<file path="src/rtl/wdt_reset_pkg.sv">
package wdt_reset_pkg;

   // ---------------------------------------------------------------
   // Clock and timing
   // ---------------------------------------------------------------
   localparam int unsigned CLK_HZ           = 40_000_000;
   localparam int unsigned CLK_MHZ          = CLK_HZ / 1_000_000;
   localparam int unsigned SLOW_OSC_HZ      = 32_000;
   localparam int unsigned SRESET_NS        = 2_000;
   localparam int unsigned SRESET_CYCLES    = (SRESET_NS * CLK_MHZ + 999) / 1000;
   localparam int unsigned UV_FILTER_NS     = 120_000;
   localparam int unsigned UV_FILTER_CYCLES = (UV_FILTER_NS * CLK_MHZ + 999) / 1000;

   // ---------------------------------------------------------------
   // Register map (byte addresses)
   // ---------------------------------------------------------------
   localparam logic [7:0] ADDR_WATCHDOG_CONTROL   = 8'h00;
   localparam logic [7:0] ADDR_RESET_SOURCE_FLAGS = 8'h04;
   localparam logic [7:0] ADDR_RESET_GUARD_CTRL   = 8'h08;
   localparam logic [7:0] ADDR_UNDERVOLT_LEVEL    = 8'h0C;
   localparam logic [7:0] ADDR_STATUS             = 8'h10;

   // ---------------------------------------------------------------
   // Fields, codes and power-up values
   // ---------------------------------------------------------------
   localparam int unsigned GUARD_MSB        = 7;
   localparam int unsigned GUARD_LSB        = 3;
   localparam int unsigned PERIOD_MSB       = 2;
   localparam logic [4:0]  GUARD_ENABLE     = 5'h0A;
   localparam logic [4:0]  GUARD_DISABLE    = 5'h15;
   localparam logic [7:0]  WATCHDOG_CONTROL_POR         = 8'h53;
   localparam logic [7:0]  RESET_GUARD_CONTROL_POR         = 8'h55;
   localparam logic [7:0]  RESET_GUARD_CONTROL_ALT         = 8'hAA;
   localparam logic [7:0]  UNDERVOLT_LEVEL_CONTROL_POR         = 8'h66;
   localparam logic [7:0]  LV_SEL_1V9       = 8'h55;
   localparam logic [7:0]  LV_SEL_2V55      = 8'h33;
   localparam logic [7:0]  LV_SEL_3V15      = 8'h99;
   localparam logic [7:0]  LV_SEL_3V8       = 8'hAA;
   localparam logic [7:0]  LV_SEL_OFF       = 8'hF0;
   localparam int unsigned FLAG_WDOG        = 0;
   localparam int unsigned FLAG_LEVEL       = 1;
   localparam int unsigned FLAG_UNDERVOLT   = 2;
   localparam int unsigned FLAG_GUARD       = 3;
   localparam int unsigned FLAG_BITS        = 4;
   localparam int unsigned STAT_TIMEOUT     = 0;
   localparam int unsigned STAT_POWERDOWN   = 1;
   localparam int unsigned SRC_WDOG         = 0;
   localparam int unsigned SRC_LEVEL        = 1;
   localparam int unsigned SRC_GUARD        = 2;
   localparam int unsigned WD_CNT_W         = 18;

   typedef enum logic {SEQ_IDLE, SEQ_WAIT} seq_state_type;

   // Terminal count of the watchdog for each period code
   function automatic logic [WD_CNT_W-1:0] period_limit(input logic [2:0] sel);
      case (sel)
         3'h0:    period_limit = 18'h000FF;
         3'h1:    period_limit = 18'h003FF;
         3'h2:    period_limit = 18'h00FFF;
         3'h3:    period_limit = 18'h03FFF;
         3'h4:    period_limit = 18'h07FFF;
         3'h5:    period_limit = 18'h0FFFF;
         3'h6:    period_limit = 18'h1FFFF;
         default: period_limit = 18'h3FFFF;
      endcase
   endfunction : period_limit

endpackage : wdt_reset_pkg

</file>
<file path="src/rtl/sync_edge.sv">
`timescale 1ns/1ps
module sync_edge (
   input  wire logic clk_i,
   input  wire logic rst_i,
   input  wire logic async_i,
   output logic      level_o,
   output logic      rise_o
);
   logic meta;
   logic stable;
   logic prev;

   always_ff @(posedge clk_i) begin
      if (rst_i) begin
         meta   <= 1'b0;
         stable <= 1'b0;
         prev   <= 1'b0;
      end else begin
         meta   <= async_i;
         stable <= meta;
         prev   <= stable;
      end
   end

   assign level_o = stable;
   assign rise_o  = stable & ~prev;
endmodule : sync_edge

</file>
<file path="src/rtl/persist_filter.sv">
`timescale 1ns/1ps
module persist_filter #(
   parameter int unsigned CYCLES = 4800
) (
   input  wire logic clk_i,
   input  wire logic rst_i,
   input  wire logic enable_i,
   input  wire logic level_i,
   output logic      fire_o
);
   localparam int unsigned CNT_W = $clog2(CYCLES + 1);
   localparam logic [CNT_W-1:0] LAST = CNT_W'(CYCLES);

   logic [CNT_W-1:0] cnt;
   logic             fired;

   // Fires once when the level has stood longer than CYCLES
   always_ff @(posedge clk_i) begin
      if (rst_i || !enable_i || !level_i) begin
         cnt   <= '0;
         fired <= 1'b0;
      end else if (cnt != LAST) begin
         cnt <= cnt + 1'b1;
      end else begin
         fired <= 1'b1;
      end
   end

   assign fire_o = enable_i & level_i & (cnt == LAST) & ~fired;
endmodule : persist_filter

</file>
<file path="src/rtl/watchdog_and_reset_control.sv">
`timescale 1ns/1ps
// Summary of operation
// RULE1: Watchdog counts slow oscillator, divides power of two.
// RULE2: Period code picks 2^8 up to 2^18.
// RULE3: Guard 10101 disables, 01010 enables watchdog.
// RULE4: Other guard codes reset after delay, flag.
// RULE5: Watchdog control flag set by hardware, software clears.
// RULE6: Power-up loads guard enable, period code 011.
// RULE7: Overflow while running: full reset, timeout flag.
// RULE8: Overflow while asleep: timeout flag, clear PC, SP.
// RULE9: Clear, halt or guard reset zero the counter.
// RULE10: Reset guard register odd values reset after delay; code resets on every value except 01010101 and 10101010.
// RULE11: Power-up loads reset guard register 01010101.
// RULE12: Guard register reset sets its flag; software clears.
// RULE13: Upper four flag bits read as zero.
// RULE14: Undervolt reset active only outside sleep, idle.
// RULE15: Undervolt must persist beyond filter time.
// RULE16: Real undervolt reset sets its flag.
// RULE17: Undefined level code resets after delay, flag.
// RULE18: Power-up loads level selector 01100110.
// RULE19: Power-on presets ports to inputs, address zero.
// RULE20: Five thresholds plus off; others reset, restore selector.
// RULE21: Requests synchronous, held until delay counter expires.
module watchdog_and_reset_control
   import wdt_reset_pkg::*;
#(
   parameter int unsigned WB_ADR_W      = 8,
   parameter int unsigned SRESET_CYC    = SRESET_CYCLES,
   parameter int unsigned UV_FILTER_CYC = UV_FILTER_CYCLES
) (
   input  wire logic                clk_i,
   input  wire logic                rst_i,
   input  wire logic [WB_ADR_W-1:0] adr_i,
   input  wire logic [31:0]         dat_i,
   output logic      [31:0]         dat_o,
   input  wire logic                we_i,
   input  wire logic [3:0]          sel_i,
   input  wire logic                cyc_i,
   input  wire logic                stb_i,
   output logic                     ack_o,
   input  wire logic                slow_osc_i,
   input  wire logic                undervolt_i,
   input  wire logic                sleep_mode_i,
   input  wire logic                clear_instr_i,
   input  wire logic                halt_instr_i,
   output logic                     chip_reset_o,
   output logic                     pc_sp_clear_o,
   output logic                     port_preset_o
);
   import wdt_reset_pkg::*;

   localparam int unsigned DLY_W = $clog2(SRESET_CYC + 1);
   localparam logic [DLY_W-1:0] DLY_LAST = DLY_W'(SRESET_CYC - 1);

   // ---------------------------------------------------------------
   // State
   // ---------------------------------------------------------------
   logic [7:0]          watchdog_control;
   logic [7:0]          reset_guard_control;
   logic [7:0]          undervolt_level_control;
   logic [FLAG_BITS-1:0] reset_source_flags;
   logic                timeout_flag;
   logic                powerdown_flag;
   logic [WD_CNT_W-1:0] wd_cnt;
   seq_state_type       seq_state;
   logic [DLY_W-1:0]    dly_cnt;
   logic [2:0]          src;
   logic                ack;
   logic                osc_rise;
   logic                uv_level;
   logic                uv_fire;

   // ---------------------------------------------------------------
   // Input synchronisers and undervolt filter
   // ---------------------------------------------------------------
   sync_edge u_osc_sync (
      .clk_i   (clk_i),
      .rst_i   (rst_i),
      .async_i (slow_osc_i),
      .level_o (),
      .rise_o  (osc_rise)
   );

   sync_edge u_uv_sync (
      .clk_i   (clk_i),
      .rst_i   (rst_i),
      .async_i (undervolt_i),
      .level_o (uv_level),
      .rise_o  ()
   );

   wire lv_threshold = (undervolt_level_control == UNDERVOLT_LEVEL_CONTROL_POR)
                     | (undervolt_level_control == LV_SEL_1V9)
                     | (undervolt_level_control == LV_SEL_2V55)
                     | (undervolt_level_control == LV_SEL_3V15)
                     | (undervolt_level_control == LV_SEL_3V8);
   wire lv_off       = (undervolt_level_control == LV_SEL_OFF);
   wire lv_bad       = ~lv_threshold & ~lv_off;                      // RULE20
   wire uv_enable    = lv_threshold & ~sleep_mode_i;                 // RULE14

   persist_filter #(
      .CYCLES (UV_FILTER_CYC)
   ) u_uv_filter (
      .clk_i    (clk_i),
      .rst_i    (rst_i),
      .enable_i (uv_enable),
      .level_i  (uv_level),
      .fire_o   (uv_fire)                                            // RULE15
   );

   // ---------------------------------------------------------------
   // Wishbone slave
   // ---------------------------------------------------------------
   wire       wb_req    = cyc_i & stb_i;
   wire       wr_stb    = wb_req & we_i & ack & sel_i[0];
   wire [7:0] adr       = 8'(adr_i);
   wire       hit_watchdog_control  = (adr == ADDR_WATCHDOG_CONTROL);
   wire       hit_flags = (adr == ADDR_RESET_SOURCE_FLAGS);
   wire       hit_reset_guard_control  = (adr == ADDR_RESET_GUARD_CTRL);
   wire       hit_undervolt_level_control  = (adr == ADDR_UNDERVOLT_LEVEL);
   wire       hit_stat  = (adr == ADDR_STATUS);
   wire [7:0] stat_byte = {6'h00, powerdown_flag, timeout_flag};
   wire [7:0] rd_byte   = hit_watchdog_control  ? watchdog_control :
                          hit_flags ? {4'h0, reset_source_flags} :   // RULE13
                          hit_reset_guard_control  ? reset_guard_control :
                          hit_undervolt_level_control  ? undervolt_level_control :
                          hit_stat  ? stat_byte : 8'h00;

   always_ff @(posedge clk_i) begin
      if (rst_i) begin
         ack   <= 1'b0;
         dat_o <= 32'h0000_0000;
      end else begin
         ack <= wb_req & ~ack;
         if (wb_req && !ack) begin
            dat_o <= {24'h00_0000, rd_byte};
         end
      end
   end

   assign ack_o = ack;

   // ---------------------------------------------------------------
   // Guard checks and delayed reset sequencer
   // ---------------------------------------------------------------
   wire [4:0] guard      = watchdog_control[GUARD_MSB:GUARD_LSB];
   wire       guard_on   = (guard == GUARD_ENABLE);                  // RULE3
   wire       guard_bad  = ~guard_on & (guard != GUARD_DISABLE);     // RULE4
   wire       reset_guard_control_bad   = (reset_guard_control != RESET_GUARD_CONTROL_POR)
                         & (reset_guard_control != RESET_GUARD_CONTROL_ALT);        // RULE10
   wire [2:0] bad_vec    = {reset_guard_control_bad, lv_bad, guard_bad};
   wire       seq_expire = (seq_state == SEQ_WAIT) && (dly_cnt == DLY_LAST);
   wire [2:0] fire_src   = seq_expire ? (src | bad_vec) : 3'h0;

   // Request latched and held until the delay expires
   always_ff @(posedge clk_i) begin
      if (rst_i) begin
         seq_state <= SEQ_IDLE;
         dly_cnt   <= '0;
         src       <= 3'h0;
      end else begin
         case (seq_state)
            SEQ_IDLE: begin
               dly_cnt <= '0;
               src     <= bad_vec;
               if (bad_vec != 3'h0) begin
                  seq_state <= SEQ_WAIT;                             // RULE21
               end
            end
            SEQ_WAIT: begin
               src     <= src | bad_vec;
               dly_cnt <= dly_cnt + 1'b1;
               if (seq_expire) begin
                  seq_state <= SEQ_IDLE;
                  src       <= 3'h0;
               end
            end
            default: begin
               seq_state <= SEQ_IDLE;
            end
         endcase
      end
   end

   // ---------------------------------------------------------------
   // Watchdog counter
   // ---------------------------------------------------------------
   wire [WD_CNT_W-1:0] wd_limit = period_limit(watchdog_control[PERIOD_MSB:0]);
   wire wd_tick     = osc_rise & guard_on;                           // RULE1
   wire wd_overflow = wd_tick & (wd_cnt >= wd_limit);                // RULE2
   wire wd_clear    = clear_instr_i | halt_instr_i
                    | fire_src[SRC_WDOG] | chip_reset_o;

   always_ff @(posedge clk_i) begin
      if (rst_i || wd_clear || !guard_on) begin
         wd_cnt <= '0;                                               // RULE9
      end else if (wd_tick) begin
         wd_cnt <= wd_overflow ? '0 : wd_cnt + 1'b1;
      end
   end

   // ---------------------------------------------------------------
   // Reset outputs
   // ---------------------------------------------------------------
   wire next_chip_reset = (fire_src != 3'h0)                         // RULE4
                        | (wd_overflow & ~sleep_mode_i)              // RULE7
                        | uv_fire;                                   // RULE16
   wire next_pc_sp_clr  = wd_overflow & sleep_mode_i;                // RULE8

   always_ff @(posedge clk_i) begin
      if (rst_i) begin
         chip_reset_o  <= 1'b0;
         pc_sp_clear_o <= 1'b0;
         port_preset_o <= 1'b1;                                      // RULE19
      end else begin
         chip_reset_o  <= next_chip_reset;
         pc_sp_clear_o <= next_pc_sp_clr;
         port_preset_o <= next_chip_reset;
      end
   end

   // ---------------------------------------------------------------
   // Control registers
   // ---------------------------------------------------------------
   always_ff @(posedge clk_i) begin
      if (rst_i) begin
         watchdog_control        <= WATCHDOG_CONTROL_POR;                        // RULE6
         reset_guard_control     <= RESET_GUARD_CONTROL_POR;                        // RULE11
         undervolt_level_control <= UNDERVOLT_LEVEL_CONTROL_POR;                        // RULE18
      end else begin
         if (fire_src[SRC_WDOG]) begin
            watchdog_control <= WATCHDOG_CONTROL_POR;
         end else if (wr_stb && hit_watchdog_control) begin
            watchdog_control <= dat_i[7:0];
         end
         if (fire_src[SRC_GUARD]) begin
            reset_guard_control <= RESET_GUARD_CONTROL_POR;
         end else if (wr_stb && hit_reset_guard_control) begin
            reset_guard_control <= dat_i[7:0];
         end
         if (fire_src[SRC_LEVEL]) begin
            undervolt_level_control <= UNDERVOLT_LEVEL_CONTROL_POR;                     // RULE20
         end else if (wr_stb && hit_undervolt_level_control) begin
            undervolt_level_control <= dat_i[7:0];
         end
      end
   end

   // ---------------------------------------------------------------
   // Reset source flags and status flags
   // ---------------------------------------------------------------
   wire [FLAG_BITS-1:0] flag_set;
   assign flag_set[FLAG_WDOG]      = fire_src[SRC_WDOG];             // RULE5
   assign flag_set[FLAG_LEVEL]     = fire_src[SRC_LEVEL];            // RULE17
   assign flag_set[FLAG_UNDERVOLT] = uv_fire;                        // RULE16
   assign flag_set[FLAG_GUARD]     = fire_src[SRC_GUARD];            // RULE12
   wire flag_wr = wr_stb & hit_flags;

   // Set wins over a software clear; writing one leaves a flag alone
   genvar gi;
   generate
      for (gi = 0; gi < FLAG_BITS; gi = gi + 1) begin : g_flag
         always_ff @(posedge clk_i) begin
            if (rst_i) begin
               reset_source_flags[gi] <= 1'b0;
            end else begin
               reset_source_flags[gi] <= flag_set[gi]
                  | (reset_source_flags[gi] & ~(flag_wr & ~dat_i[gi]));
            end
         end
      end
   endgenerate

   always_ff @(posedge clk_i) begin
      if (rst_i) begin
         timeout_flag   <= 1'b0;
         powerdown_flag <= 1'b0;
      end else begin
         timeout_flag   <= wd_overflow
                         | (timeout_flag & ~clear_instr_i & ~halt_instr_i);
         powerdown_flag <= halt_instr_i | (powerdown_flag & ~clear_instr_i);
      end
   end
endmodule : watchdog_and_reset_control

</file>
<file path="config.mk">
export PLATFORM = sky130hd
export DESIGN_NAME = watchdog_and_reset_control
export DESIGN_NICKNAME = d
export VERILOG_FILES = /design/src/rtl/wdt_reset_pkg.sv /design/src/rtl/sync_edge.sv /design/src/rtl/persist_filter.sv /design/src/rtl/watchdog_and_reset_control.sv
export SDC_FILE = /design/constraint.sdc
export NUM_CORES = 1
export LEC_CHECK = 0
export BUFFER_PORTS_ARGS = -buffer_cell sky130_fd_sc_hd__buf_4
export CAP_MARGIN = 20
export CORE_MARGIN = 2
export CORE_UTILIZATION = 50
export DETAILED_ROUTE_END_ITERATION = 12
export PLACE_DENSITY = 0.74
export SYNTH_ARGS = -nofsm -noshare
export SYNTH_HDL_FRONTEND = slang
export SYNTH_SLANG_ARGS = --single-unit
</file>
<file path="constraint.sdc">
create_clock -name clk_i -period 2.5 [get_ports clk_i]
set_clock_uncertainty 0.15 [all_clocks]
set_input_delay 0.25 -clock clk_i [delete_from_list [all_inputs] [get_ports clk_i]]
set_output_delay 0.25 -clock clk_i [all_outputs]
set_load 0.1 [all_outputs]
</file>
==> results.json <==
{
  "status": "finished clean",
  "critPathKind": "reg2reg",
  "synth_top_area_cell": "dfxtp_1",
  "overflow": 0,
  "clk_latency_ns": 0.35,
  "ys_seq_elements": 90,
  "die-area_um2": 9656,
  "yosysMostFrequentCell": "dfxtp_1",
  "finalSetupViolations": 0,
  "drt-total-wl_um": 9156,
  "synth_edf_count": 0,
  "io_buffers": 38,
  "grt_usage_pct": 19.75,
  "cts_tree": "built",
  "die_h_um": 98.27,
  "fin_crit_sh_pct": 89.20,
  "start_util_pct": 51.20,
  "worstReg2RegStart": "watchdog_control[1]",
  "cp-end-kind": "register",
  "cts_max_level": 3,
  "ant_nets": 0,
  "nets": 607,
  "final_cells": 651,
  "crit_arrival_ns": 2.36,
  "cap_violations": 0,
  "yosys_warnings": 0,
  "via_count": 3499,
  "placed_area_um2": 4742,
  "max_freq_mhz": 448.4,
  "clk_pin_slew_ns": 0.08,
  "required_ns": 2.63,
  "min_path_cells": 3,
  "dp.cells": 629,
  "die_w_um": 98.27,
  "dp_hpwl_um": 6806,
  "synth_area_per_cell_um2": 9.049,
  "worst-slew-pin-transition_ns": 0.5807,
  "p_total_w": 0.002809,
  "fin_area_um2": 5041,
  "synth_area_leaders": "dfxtp_1, mux2i_1, nor2_1, xnor2_1, buf_4",
  "cts_buffer_depth": 2,
  "antenna_found_initial": 0,
  "ff2ff_path_depth": 9,
  "cts_root_buf": "clkbuf_8",
  "hold_class": "in2reg",
  "cpPeakStageDelay_ns": 0.37,
  "cp_slowest_cell": "dfxtp_2",
  "diodes": 0,
  "drc": 0,
  "min_to": "watchdog_control[0]",
  "reg2reg_slack_ns": 0.27,
  "grt_pass1_vias": 3424,
  "drt_pass1_iterations": 4,
  "power_leakage_nw": 1.925,
  "synthTopCellsByCount": "dfxtp_1, nor2_1, nand2_1",
  "drt_iter0_drc": 134,
  "fin_util_pct": 58.09,
  "start_kind": "register",
  "cp_max_fo": 8,
  "num_rows": 34,
  "ys_seq_area_share_pct": 40.55,
  "slew_violations": 0,
  "vdd_drop_max_uv": 378.6,
  "io-pin-count": 90,
  "cts_sinks": 90,
  "hold_start": "dat_i[0]",
  "r2r-end": "wd_cnt[1]",
  "postCtsSetupRepairBufs": 0,
  "wl_per_cell_um": 14.06,
  "grt_pass1_wl_um": 15720,
  "ys.flop_type": "dfxtp_1",
  "cts_made_buffers": 9,
  "rsz0062_at_grt": "false",
  "p_per_area_nw_per_um2": 557.3,
  "synth_cell_type_count": 56,
  "synth_area_um2": 4443,
  "async_flop_share_pct": 0,
  "grt_start_max_net_pins": 29,
  "hold_viol": 0,
  "crit_path_cell_trace": "nor3_2 -> ha_1 -> a21oi_1 -> o21ai_0 -> nor4_1 -> buf_4 -> o2111ai_2 -> buf_4 -> a21oi_1",
  "area_growth_pct": 13.46,
  "gp_congestion": 0.8934,
  "synthCells": 491,
  "design.core.area_um2": 8678,
  "finalCriticalPeriod_ns": 2.230,
  "viasPerCell": 5.375,
  "post-synth-top-area-fraction_pct": 40.55,
  "slew_headroom_pct": 60.18,
  "setup_tns_ns": 0,
  "drive_above_1_share_pct": 14.92
}
per-layer routing:
metal	GRT usage (%)	up-vias	share of wire, %
met1	26.68	1655	47
met2	32.40	77	47
met3	4.080	7	5.1
li1	-	1760	-
met4	5.374	0	0.78
met5	0	-	0
sequential cells by signal, summed over array words and instances (netlist names), 3 cells and up:
name                     flops
reset_guard_control          8
dat_o                        8
reset_source_flags           4
watchdog_control             8
undervolt_level_control      8
u_uv_filter.cnt             13
src                          3
dly_cnt                      7
wd_cnt                      18
logic make-up (layout without fill, tap and decap cells):
group / after synthesis / in the layout / share of synthesized area [%]
fa+ha+maj: 14 / 14 / 3.943
other cells: 1 / 24 / 0.08440
compound gates: 51 / 51 / 6.844
flops: 90 / 90 / 40.55
buf+inv: 49 / 78 / 6.702
simple gates: 218 / 218 / 26.25
mux: 35 / 35 / 9.124
xor+xnor: 33 / 33 / 6.505
critical path: cells and delay by family (launching register included):
| kind | cells | cell delay (ns) |
|---|---|---|
| AOI/OAI and AO/OA | 4 | 0.49 |
| adders and majority gates | 1 | 0.28 |
| buffers and inverters | 2 | 0.37 |
| DFF | 1 | 0.37 |
| and+or+nand+nor | 2 | 0.49 |
worst max-delay path by stage:
stage	slack, ns	startpoint	cells after the start	end
floorplan	0.22	watchdog_control[2]	9	wd_cnt[12]
global placement	0.19	watchdog_control[1]	9	wd_cnt[1]
detailed placement	0.10	adr_i[7]	6	reset_guard_control[6]
CTS	0.11	watchdog_control[1]	9	wd_cnt[1]
global route	0.01	watchdog_control[0]	10	wd_cnt[1]
finish	0.27	watchdog_control[1]	9	wd_cnt[1]
what timing repair did:
action                                  CTS  global route
hold endpoints to repair                  8             0
resized for setup                         0             4
hold buffers                              7             0
endpoints found under the setup margin    0            19
layout make-up:
cell class              instances  area (µm²)
fillers                       766        3637
multi-input cells             375        2439
flip-flops and latches         90        1804
repair buffers                 51       400.4
clock buffers                  11       141.4
well taps                     108       135.1
clock inverters                 4       76.32
inverters                      12       45.04
per-stage QoR:
stage,hold slack [ns],setup WS [ns]
after floorplan,0.2174,0.2235
after global placement,0.2750,0.1869
after detailed placement,0.2808,0.1040
after CTS,0.004643,0.1081
after global routing,0.01689,0.009866
final,0.02006,0.2700
power by group:
part	leakage (nW)	internal (W)	switching, W
logic	1.09	0.0000622	0.000234
clock network	0.106	0.000587	0.000485
registers	0.727	0.00144	0.00000288
layout by cell type, fill, tap and decap left out, types with 10 or more instances in the layout:
cell type	netlist	routed
xnor2_1	23	23
inv_1	12	12
nand3_1	27	27
mux2i_1	27	27
dfxtp_1	90	88
nor2_1	67	67
buf_4	25	44
xor2_1	10	10
a21oi_1	25	24
nor3_1	12	11
nand2_1	44	44
nor2b_1	10	10
clkbuf_8	0	10
o21ai_0	12	12
conb_1	1	24
ha_1	14	14
No activity file was read; power rests on OpenSTA's default activity.
